<file path="src/rtl/pll_powerup_pkg.sv">
`default_nettype none
// ============================================================================
// Shared constants and carriers for the loop power-up control register.
package pll_powerup_pkg;

  // ==========================================================================
  // Bus geometry.
  localparam int unsigned ADDR_W = 4;   // Byte address bits decoded.
  localparam int unsigned DATA_W = 32;  // AXI4-Lite data width.
  localparam int unsigned REG_W  = 8;   // Width of the control register.

  // ==========================================================================
  // Register map (byte addresses).
  localparam logic [ADDR_W-1:0] PLL_POWERUP_CONTROL_ADDR = 4'h0;
  localparam logic [ADDR_W-1:0] PLL_CIRCUIT_STATUS_ADDR  = 4'h4;

  // ==========================================================================
  // Field positions inside the control register.
  localparam int unsigned RSVD_MSB                = 7;
  localparam int unsigned RSVD_LSB                = 5;
  localparam int unsigned LOOP_RESET_HOLD_BIT     = 4;
  localparam int unsigned OSC_BUFFER_POWERUP_BIT  = 3;
  localparam int unsigned OSCILLATOR_POWERUP_BIT  = 2;
  localparam int unsigned DIVIDER_POWERUP_BIT     = 1;
  localparam int unsigned CHARGE_PUMP_POWERUP_BIT = 0;

  // Field positions inside the status register.
  localparam int unsigned STAT_LOOP_RESET_BIT = 4;

  // ==========================================================================
  // Reset values.
  localparam logic [2:0] RSVD_VALUE            = 3'h7;
  localparam logic       LOOP_RESET_HOLD_RST   = 1'h1;
  localparam logic [3:0] POWERUP_RST           = 4'hf;

  // ==========================================================================
  // AXI response codes.
  localparam logic [1:0] RESP_OKAY   = 2'h0;
  localparam logic [1:0] RESP_SLVERR = 2'h2;

  // One bit for each loop circuit, in register bit order.
  typedef struct packed {
    logic osc_buffer;   // Oscillator buffer.
    logic oscillator;   // Oscillator.
    logic divider;      // Divider.
    logic charge_pump;  // Charge pump.
  } circuit_s;

  // Decoded state of one circuit.
  typedef enum logic [1:0] {
    CIRC_MODEM = 2'b00,  // Follows the modem block.
    CIRC_ON    = 2'b01,  // Forced on.
    CIRC_OFF   = 2'b10   // Forced off.
  } circ_mode_e;

endpackage : pll_powerup_pkg
`default_nettype wire

</file>
<file path="src/rtl/pll_powerup_control_reg.sv">
// Added by the designer: the address map and the AXI4-Lite register port.
`default_nettype none
// ============================================================================
// Loop power-up control register with AXI4-Lite access and circuit decode.
//
// The bus slave answers a write one cycle after both halves are held and
// a read one cycle after its address is taken. The circuit enables and
// the loop reset are registered once more, so the analog side sees a
// register change one cycle after it lands.

// What this block does
// - Bits seven to five read 111, ignore writes.
// - Bit four holds loop in reset, 0 releases.
// - Bit three is oscillator buffer power-up control.
// - Bit two is oscillator power-up control.
// - Bit one is divider power-up, resets 1.
// - Bit zero is charge pump power-up, resets 1.
// - Pair decode: 11 modem, 01 off, else on.
module pll_powerup_control_reg (
  // Clock and reset.
  input  wire logic                                 aclk,
  input  wire logic                                 aresetn,
  // AXI4-Lite write address channel.
  input  wire logic [pll_powerup_pkg::ADDR_W-1:0]   awaddr,
  input  wire logic [2:0]                           awprot,
  input  wire logic                                 awvalid,
  output logic                                      awready,
  // AXI4-Lite write data channel.
  input  wire logic [pll_powerup_pkg::DATA_W-1:0]   wdata,
  input  wire logic [3:0]                           wstrb,
  input  wire logic                                 wvalid,
  output logic                                      wready,
  // AXI4-Lite write response channel.
  output logic [1:0]                                bresp,
  output logic                                      bvalid,
  input  wire logic                                 bready,
  // AXI4-Lite read address channel.
  input  wire logic [pll_powerup_pkg::ADDR_W-1:0]   araddr,
  input  wire logic [2:0]                           arprot,
  input  wire logic                                 arvalid,
  output logic                                      arready,
  // AXI4-Lite read data channel.
  output logic [pll_powerup_pkg::DATA_W-1:0]        rdata,
  output logic [1:0]                                rresp,
  output logic                                      rvalid,
  input  wire logic                                 rready,
  // Power-down bits from the companion register, same clock.
  input  wire pll_powerup_pkg::circuit_s            powerdown,
  // Power requests from the modem block, same clock.
  input  wire pll_powerup_pkg::circuit_s            modem_request,
  // Circuit enables and loop reset toward the analog section.
  output pll_powerup_pkg::circuit_s                 circuit_enable,
  output logic                                      loop_reset
);

  // ==========================================================================
  // State of the whole block as one packed struct.
  // Bus handshakes, stored fields and registered outputs all live here, so
  // a single register process covers every flip-flop of the block.
  typedef struct packed {
    logic                                 awready;      // Address slot free.
    logic                                 aw_full;      // Address held.
    logic [pll_powerup_pkg::ADDR_W-1:0]   aw_addr;      // Held address.
    logic                                 wready;       // Data slot free.
    logic                                 w_full;       // Data held.
    logic [pll_powerup_pkg::REG_W-1:0]    w_data;       // Held low byte.
    logic                                 w_strb0;      // Low lane enable.
    logic                                 bvalid;       // Response pending.
    logic [1:0]                           bresp;        // Write response.
    logic                                 arready;      // Read slot free.
    logic                                 rvalid;       // Read data pending.
    logic [pll_powerup_pkg::DATA_W-1:0]   rdata;        // Read data.
    logic [1:0]                           rresp;        // Read response.
    logic                                 loop_reset_hold; // Stored bit 4.
    pll_powerup_pkg::circuit_s            powerup;      // Stored bits 3..0.
    pll_powerup_pkg::circuit_s            enable;       // Decoded enables.
    logic                                 loop_reset;   // Loop reset out.
  } state_s;

  state_s st_r;   // Registered state.
  state_s st_nxt; // Next state.

  // ==========================================================================
  // Pair decode of one circuit: power-down bit first, power-up bit second.
  // Only the pair 0,1 forces a circuit off, so clearing a power-up bit on
  // its own can never remove power from a circuit.
  function automatic pll_powerup_pkg::circ_mode_e decode_pair(
    input logic pd,
    input logic pu
  );
    pll_powerup_pkg::circ_mode_e mode;
    mode = pll_powerup_pkg::CIRC_ON;
    case ({pd, pu})
      2'b11:   mode = pll_powerup_pkg::CIRC_MODEM;
      2'b01:   mode = pll_powerup_pkg::CIRC_OFF;
      2'b10:   mode = pll_powerup_pkg::CIRC_ON;
      2'b00:   mode = pll_powerup_pkg::CIRC_ON;
      default: mode = pll_powerup_pkg::CIRC_ON;
    endcase
    return mode;
  endfunction

  // Enable of one circuit from its pair and the modem request.
  // The request passes untouched only in the shared mode; the forced
  // modes ignore it completely.
  function automatic logic circuit_on(
    input logic pd,
    input logic pu,
    input logic req
  );
    logic on;
    on = 1'b1;
    case (decode_pair(pd, pu))
      pll_powerup_pkg::CIRC_MODEM: on = req;
      pll_powerup_pkg::CIRC_OFF:   on = 1'b0;
      pll_powerup_pkg::CIRC_ON:    on = 1'b1;
      default:                     on = 1'b1;
    endcase
    return on;
  endfunction

  // Read view of the control register; the reserved field always reads 111.
  // The reserved bits are rebuilt on every read instead of being stored,
  // so no write can disturb them and no flip-flops are spent on them.
  function automatic logic [pll_powerup_pkg::REG_W-1:0] ctrl_view(
    input state_s s
  );
    logic [pll_powerup_pkg::REG_W-1:0] v;
    v = '0;
    v[pll_powerup_pkg::RSVD_MSB:pll_powerup_pkg::RSVD_LSB] =
      pll_powerup_pkg::RSVD_VALUE;
    v[pll_powerup_pkg::LOOP_RESET_HOLD_BIT]     = s.loop_reset_hold;
    v[pll_powerup_pkg::OSC_BUFFER_POWERUP_BIT]  = s.powerup.osc_buffer;
    v[pll_powerup_pkg::OSCILLATOR_POWERUP_BIT]  = s.powerup.oscillator;
    v[pll_powerup_pkg::DIVIDER_POWERUP_BIT]     = s.powerup.divider;
    v[pll_powerup_pkg::CHARGE_PUMP_POWERUP_BIT] = s.powerup.charge_pump;
    return v;
  endfunction

  // Unused protection bits and upper data lanes carry no meaning here.
  // The reduction only consumes the ignored inputs; nothing reads it.
  logic unused_ok;
  assign unused_ok = ^{awprot, arprot, wstrb[3:1],
                       wdata[pll_powerup_pkg::DATA_W-1:pll_powerup_pkg::REG_W]};

  // ==========================================================================
  // Next-state logic: bus slave, register update and circuit decode.
  // Later assignments in this process override earlier ones, so order
  // matters: a write completion follows the retire of an old response,
  // and a new read follows the retire of old read data.
  always_comb begin
    logic write_fire;
    logic [pll_powerup_pkg::REG_W-1:0] wd;
    write_fire = 1'b0;
    wd         = '0;
    st_nxt     = st_r;

    // Write address is caught into its slot; the slot then refuses more.
    // A second address waits with awready low until the response rises.
    if (awvalid && st_r.awready) begin
      st_nxt.awready = 1'b0;
      st_nxt.aw_full = 1'b1;
      st_nxt.aw_addr = awaddr;
    end

    // Write data is caught independently, in either order.
    if (wvalid && st_r.wready) begin
      st_nxt.wready  = 1'b0;
      st_nxt.w_full  = 1'b1;
      st_nxt.w_data  = wdata[pll_powerup_pkg::REG_W-1:0];
      st_nxt.w_strb0 = wstrb[0];
    end

    // Retire a finished response before a new one may be raised.
    if (st_r.bvalid && bready) begin
      st_nxt.bvalid = 1'b0;
    end

    // Both halves held and no response outstanding: perform the write.
    // Holding a new write back while bvalid stands keeps bresp stable
    // until the master has seen it.
    if (st_r.aw_full && st_r.w_full && !st_r.bvalid) begin
      write_fire     = 1'b1;
      st_nxt.aw_full = 1'b0;
      st_nxt.w_full  = 1'b0;
      st_nxt.awready = 1'b1;
      st_nxt.wready  = 1'b1;
      st_nxt.bvalid  = 1'b1;
      st_nxt.bresp   = pll_powerup_pkg::RESP_OKAY;
    end

    // Register update; the status register is read-only, so writes to it
    // are acknowledged with OKAY and change nothing; unmapped holes answer SLVERR.
    // Only byte lane zero carries the control register; a write with that
    // lane off is acknowledged with OKAY and changes nothing.
    if (write_fire) begin
      wd = st_r.w_data;
      if (st_r.aw_addr[pll_powerup_pkg::ADDR_W-1:2] ==
          pll_powerup_pkg::PLL_POWERUP_CONTROL_ADDR[
            pll_powerup_pkg::ADDR_W-1:2]) begin
        if (st_r.w_strb0) begin
          // Reserved bits 7..5 are not stored at all.
          st_nxt.loop_reset_hold =
            wd[pll_powerup_pkg::LOOP_RESET_HOLD_BIT];
          st_nxt.powerup.osc_buffer =
            wd[pll_powerup_pkg::OSC_BUFFER_POWERUP_BIT];
          st_nxt.powerup.oscillator =
            wd[pll_powerup_pkg::OSCILLATOR_POWERUP_BIT];
          st_nxt.powerup.divider =
            wd[pll_powerup_pkg::DIVIDER_POWERUP_BIT];
          st_nxt.powerup.charge_pump =
            wd[pll_powerup_pkg::CHARGE_PUMP_POWERUP_BIT];
        end
      end else if (st_r.aw_addr[pll_powerup_pkg::ADDR_W-1:2] !=
                   pll_powerup_pkg::PLL_CIRCUIT_STATUS_ADDR[
                     pll_powerup_pkg::ADDR_W-1:2]) begin
        st_nxt.bresp = pll_powerup_pkg::RESP_SLVERR;
      end
    end

    // Read data leaves once the master has taken it.
    if (st_r.rvalid && rready) begin
      st_nxt.rvalid  = 1'b0;
      st_nxt.arready = 1'b1;
    end

    // Read request: answer in the next cycle from the current state.
    // Reads and writes run independently, so a read taken in the cycle of
    // a register write returns the value from before that write.
    if (arvalid && st_r.arready) begin
      st_nxt.arready = 1'b0;
      st_nxt.rvalid  = 1'b1;
      st_nxt.rdata   = '0;
      st_nxt.rresp   = pll_powerup_pkg::RESP_OKAY;
      case (araddr[pll_powerup_pkg::ADDR_W-1:2])
        pll_powerup_pkg::PLL_POWERUP_CONTROL_ADDR[
          pll_powerup_pkg::ADDR_W-1:2]: begin
          st_nxt.rdata[pll_powerup_pkg::REG_W-1:0] = ctrl_view(st_r);
        end
        pll_powerup_pkg::PLL_CIRCUIT_STATUS_ADDR[
          pll_powerup_pkg::ADDR_W-1:2]: begin
          // Live circuit state as driven toward the analog section.
          st_nxt.rdata[3:0] = st_r.enable;
          st_nxt.rdata[pll_powerup_pkg::STAT_LOOP_RESET_BIT] =
            st_r.loop_reset;
        end
        default: begin
          st_nxt.rresp = pll_powerup_pkg::RESP_SLVERR;
        end
      endcase
    end

    // Decode each circuit from its pair and the modem request. The decode
    // is registered so the analog side never sees a combinational glitch.
    // The modem request comes from logic on this clock, so it needs no
    // synchroniser in front of the decode.
    st_nxt.enable.osc_buffer  = circuit_on(powerdown.osc_buffer,
      st_r.powerup.osc_buffer, modem_request.osc_buffer);
    st_nxt.enable.oscillator  = circuit_on(powerdown.oscillator,
      st_r.powerup.oscillator, modem_request.oscillator);
    st_nxt.enable.divider     = circuit_on(powerdown.divider,
      st_r.powerup.divider, modem_request.divider);
    st_nxt.enable.charge_pump = circuit_on(powerdown.charge_pump,
      st_r.powerup.charge_pump, modem_request.charge_pump);

    // The loop is held in reset while the hold bit is set.
    st_nxt.loop_reset = st_r.loop_reset_hold;
  end

  // ==========================================================================
  // State register with synchronous active-low reset.
  // Only constants are loaded in reset. The enables start off and come up
  // one cycle after release, once the decode of the reset state has been
  // registered; users must allow that cycle before relying on them.
  always_ff @(posedge aclk) begin
    if (!aresetn) begin
      st_r                 <= '0;
      st_r.awready         <= 1'b1;
      st_r.wready          <= 1'b1;
      st_r.arready         <= 1'b1;
      st_r.loop_reset_hold <= pll_powerup_pkg::LOOP_RESET_HOLD_RST;
      st_r.powerup         <= pll_powerup_pkg::POWERUP_RST;
      st_r.enable          <= '0;
      st_r.loop_reset      <= pll_powerup_pkg::LOOP_RESET_HOLD_RST;
    end else begin
      st_r <= st_nxt;
    end
  end

  // ==========================================================================
  // Outputs straight from state flip-flops.
  // No output passes through any logic after its flip-flop.
  assign awready        = st_r.awready;
  assign wready         = st_r.wready;
  assign bvalid         = st_r.bvalid;
  assign bresp          = st_r.bresp;
  assign arready        = st_r.arready;
  assign rvalid         = st_r.rvalid;
  assign rdata          = st_r.rdata;
  assign rresp          = st_r.rresp;
  assign circuit_enable = st_r.enable;
  assign loop_reset     = st_r.loop_reset;

endmodule // pll_powerup_control_reg
`default_nettype wire

</file>
<file path="config.mk">
export PLATFORM = sky130hd
export DESIGN_NAME = pll_powerup_control_reg
export DESIGN_NICKNAME = d
export VERILOG_FILES = /design/src/rtl/pll_powerup_pkg.sv /design/src/rtl/pll_powerup_control_reg.sv
export SDC_FILE = /design/constraint.sdc
export NUM_CORES = 1
export LEC_CHECK = 0
export BUFFER_PORTS_ARGS = -buffer_cell sky130_fd_sc_hd__buf_2
export CAP_MARGIN = 20
export CORE_MARGIN = 2
export CORE_UTILIZATION = 42
export CTS_BUF_LIST = sky130_fd_sc_hd__clkbuf_8
export CTS_CLUSTER_SIZE = 10
export DETAILED_ROUTE_END_ITERATION = 12
export GPL_TIMING_DRIVEN = 1
export PLACE_DENSITY = 0.79
export SYNTH_ARGS = -nofsm -noshare
export SYNTH_HDL_FRONTEND = slang
export SYNTH_SLANG_ARGS = --single-unit
</file>
<file path="constraint.sdc">
create_clock -name aclk -period 1.72 [get_ports aclk]
set_clock_uncertainty 0.05 [all_clocks]
set_input_delay 0.344 -clock aclk [delete_from_list [all_inputs] [get_ports aclk]]
set_output_delay 0.344 -clock aclk [all_outputs]
set_load 0.05 [all_outputs]
</file>
==> out/results.txt <==
mapped cell area - 1610 sq um
total of max-cap violations - 0
most frequent cells in the layout - 45 x buf_2, 34 x dfxtp_1, 25 x conb_1, 17 x nand2_1, 16 x a21boi_0
area added between synthesis and finish - 8.30%
Pwr Total - 1.72 mW
RSZ-0062 raised after global routing - no
max-slew violations - 0
CTS root buf - clkbuf_8
post-cts resize count - 0
Worst setup SP type - flop
H-Tree Depth - 2
cell count along the critical path - 3
Sequential cell area - 681 sq um
reg2reg setup slack - 0.27 ns
Die Ht - 66.0 um
most common flop cell mapped by yosys - dfxtp_1
final net count - 273
logic gate share of total power - 0.207
Post-CTS Setup Repair Bufs - 0
Yosys cell types - 28
Multi-input gate area - 663 sq um
top routing layer used - met4
CP Buf/Inv Count - 0
CP Max Fanout - 9
Tot GR Track Use - 0.127
DRC Markers - 0
setup_tns - 0 ns
Congestion Overflow GR - 0
Final HPWL DP - 2010 um
Clock Sinks - 34
CP max stage cell - or3b_1
Reg2Reg Depth - 3
DP Area - 1670 sq um
CP endpoint - st_nxt[0]
commonest non-fill, non-tap cell in the layout - buf_2
via/cell ratio - 4.38
family with the most delay on the worst path - simple AND/OR/NAND/NOR gates
routed length per instance - 10.3 um
Detail Route Antenna Nets - 0
# fillers - 369
drt pass-1 iters - 4
cts bufs inserted - 5
Die W - 66.0 um
Vias - 1,122
Worst Setup End Kind - flop
Pint - 1.17 mW
DRT iter0 DRCs - 31
crit-path max cell delay - 0.52 ns
Final Setup Violations - 0
number of synthesized flops with an enable pin - 0
clock network fraction of design power - 0.301
switching part of the total power - 0.320
Final period util - 0.842
synthesis warning total - 0
share of cells above drive strength 1 - 0.269
FF-to-FF End - st_nxt[0]
number of I/O pins - 111
crit path DAT - 1.56 ns
Yosys top cell by area - dfxtp_1
Sw Pwr - 551 uW
post-synthesis sequential area ratio - 0.422
Post-Syn Area per Cell - 9.11 sq um
Clk Latency, worst-skew pair - 0.28 ns
maximum root-to-sink buffer count - 2
metal2 WL - 1200 um
final hold vios - 0
Seq pwr share - 0.492
Max IR drop VDD - 463 uV
start point of the worst hold path - aresetn
first-pass GRT wire length - 4080 um
pin count of the biggest net entering global routing - 31
Final Critical Period - 1.45 ns
post-cts hold buffer count - 0
PnR worst setup slack - 0.271 ns
# diodes - 0
Post-Route WL - 2650 um
reg-to-reg startpoint - st_r[63]
Post-Route M1 WL - 1140 um
Reg clk slew, reported paths - 0.06 ns
Hold Crit Class - in2reg
PwrDens - 987 nW/um^2
FP Rows - 22
initial antenna violation count - 0
FF+latch count, synth - 34
Fmax - 690 MHz
Crit Path Class - reg2reg
async set-reset flop share out of synthesis - 0
metal3 WL - 237 um
outcome - completed
CP Launch Point - st_r[63]
P_leak - 0.823 nW
buffers added on ports - 45
crit-path cells - or3b_1 > nor2_4 > mux2_1
Place WS - 0.276 ns
Starting Density - 0.437
CTS tree - built
Yosys top cell area share - 0.422
Core Box Area - 3690 sq um
Mapped Cells - 177
gp weighted congestion - 0.737
Layout Utilization - 0.474
Final Cell Area - 1750 sq um
number of global-route vias before repair - 943
die footprint - 4350 sq um
ranking of synthesized cells by area - dfxtp_1 42%, buf_4 19%, a21boi_0 7.4%
WP data required - 1.83 ns
==> how the worst min path moves through the flow <==
| stage | end | slack, ns | cells after the start |
|---|---|---|---|
| after floorplan | loop_reset | 0.38 | 1 |
| after global placement | loop_reset | 0.39 | 1 |
| after detailed placement | loop_reset | 0.40 | 1 |
| after CTS | loop_reset | 0.24 | 2 |
| after global routing | loop_reset | 0.26 | 2 |
| final | loop_reset | 0.25 | 2 |
==> per-layer routing <==
layer / vias up / track usage
li1: 586 / -
met1: 482 / 0.144
met2: 47 / 0.199
met3: 7 / 0.0443
met4: 0 / 0.0842
met5: - / 0
==> through the flow <==
stage | cells | hold WS, ns
2_1_floorplan | 201 | 0.376
6_report | 256 | 0.246
5_1_grt | 256 | 0.256
4_1_cts | 256 | 0.237
3_3_place_gp | 249 | 0.395
3_5_place_dp | 249 | 0.398
==> kinds of logic after synthesis <==
group | share of synthesized area
compound gates | 0.148
simple gates | 0.161
other cells | 0.00233
buf+inv | 0.223
flops | 0.422
mux | 0.0442
==> power by group through the flow <==
stage	clock, mW	sequential, mW	combinational, mW
floorplan	0	0.892	0.325
global placement	0	0.864	0.355
detailed placement	0	0.866	0.359
CTS	0.539	0.849	0.359
global route	0.565	0.852	0.383
finish	0.519	0.848	0.357
==> synth_stat cells, types with 2 or more instances <==
library cell and number:
a21boi_0 16, buf_4 40, o311ai_1 4, nand2b_1 6, nor2_1 2, inv_1 5
and2_1 5, o21ai_0 5, nand3_1 11, mux2i_1 6, o2bb2ai_1 5, buf_2 2
clkbuf_1 4, nand2_1 17, a21oi_1 3, dfxtp_1 34
==> layout make-up <==
| type | count | area share |
|---|---|---|
| sequential | 34 | 0.390 |
| clock inverter | 2 | 0.00430 |
| clock buffer | 5 | 0.0394 |
| inverter | 5 | 0.0107 |
| multi-input combinational | 114 | 0.380 |
| tap | 48 | 0.0344 |
| timing repair buffer | 48 | 0.142 |
==> flip-flops by register name (all words and copies together) (netlist names), named ones only <==
register and flops:
rdata 6, st_r 14, wready 1, rresp 1, awready 1, bvalid 1
st_nxt 1, loop_reset 1, circuit_enable 4, bresp 1, rvalid 1, arready 1
No activity file was read; power rests on OpenSTA's default activity.
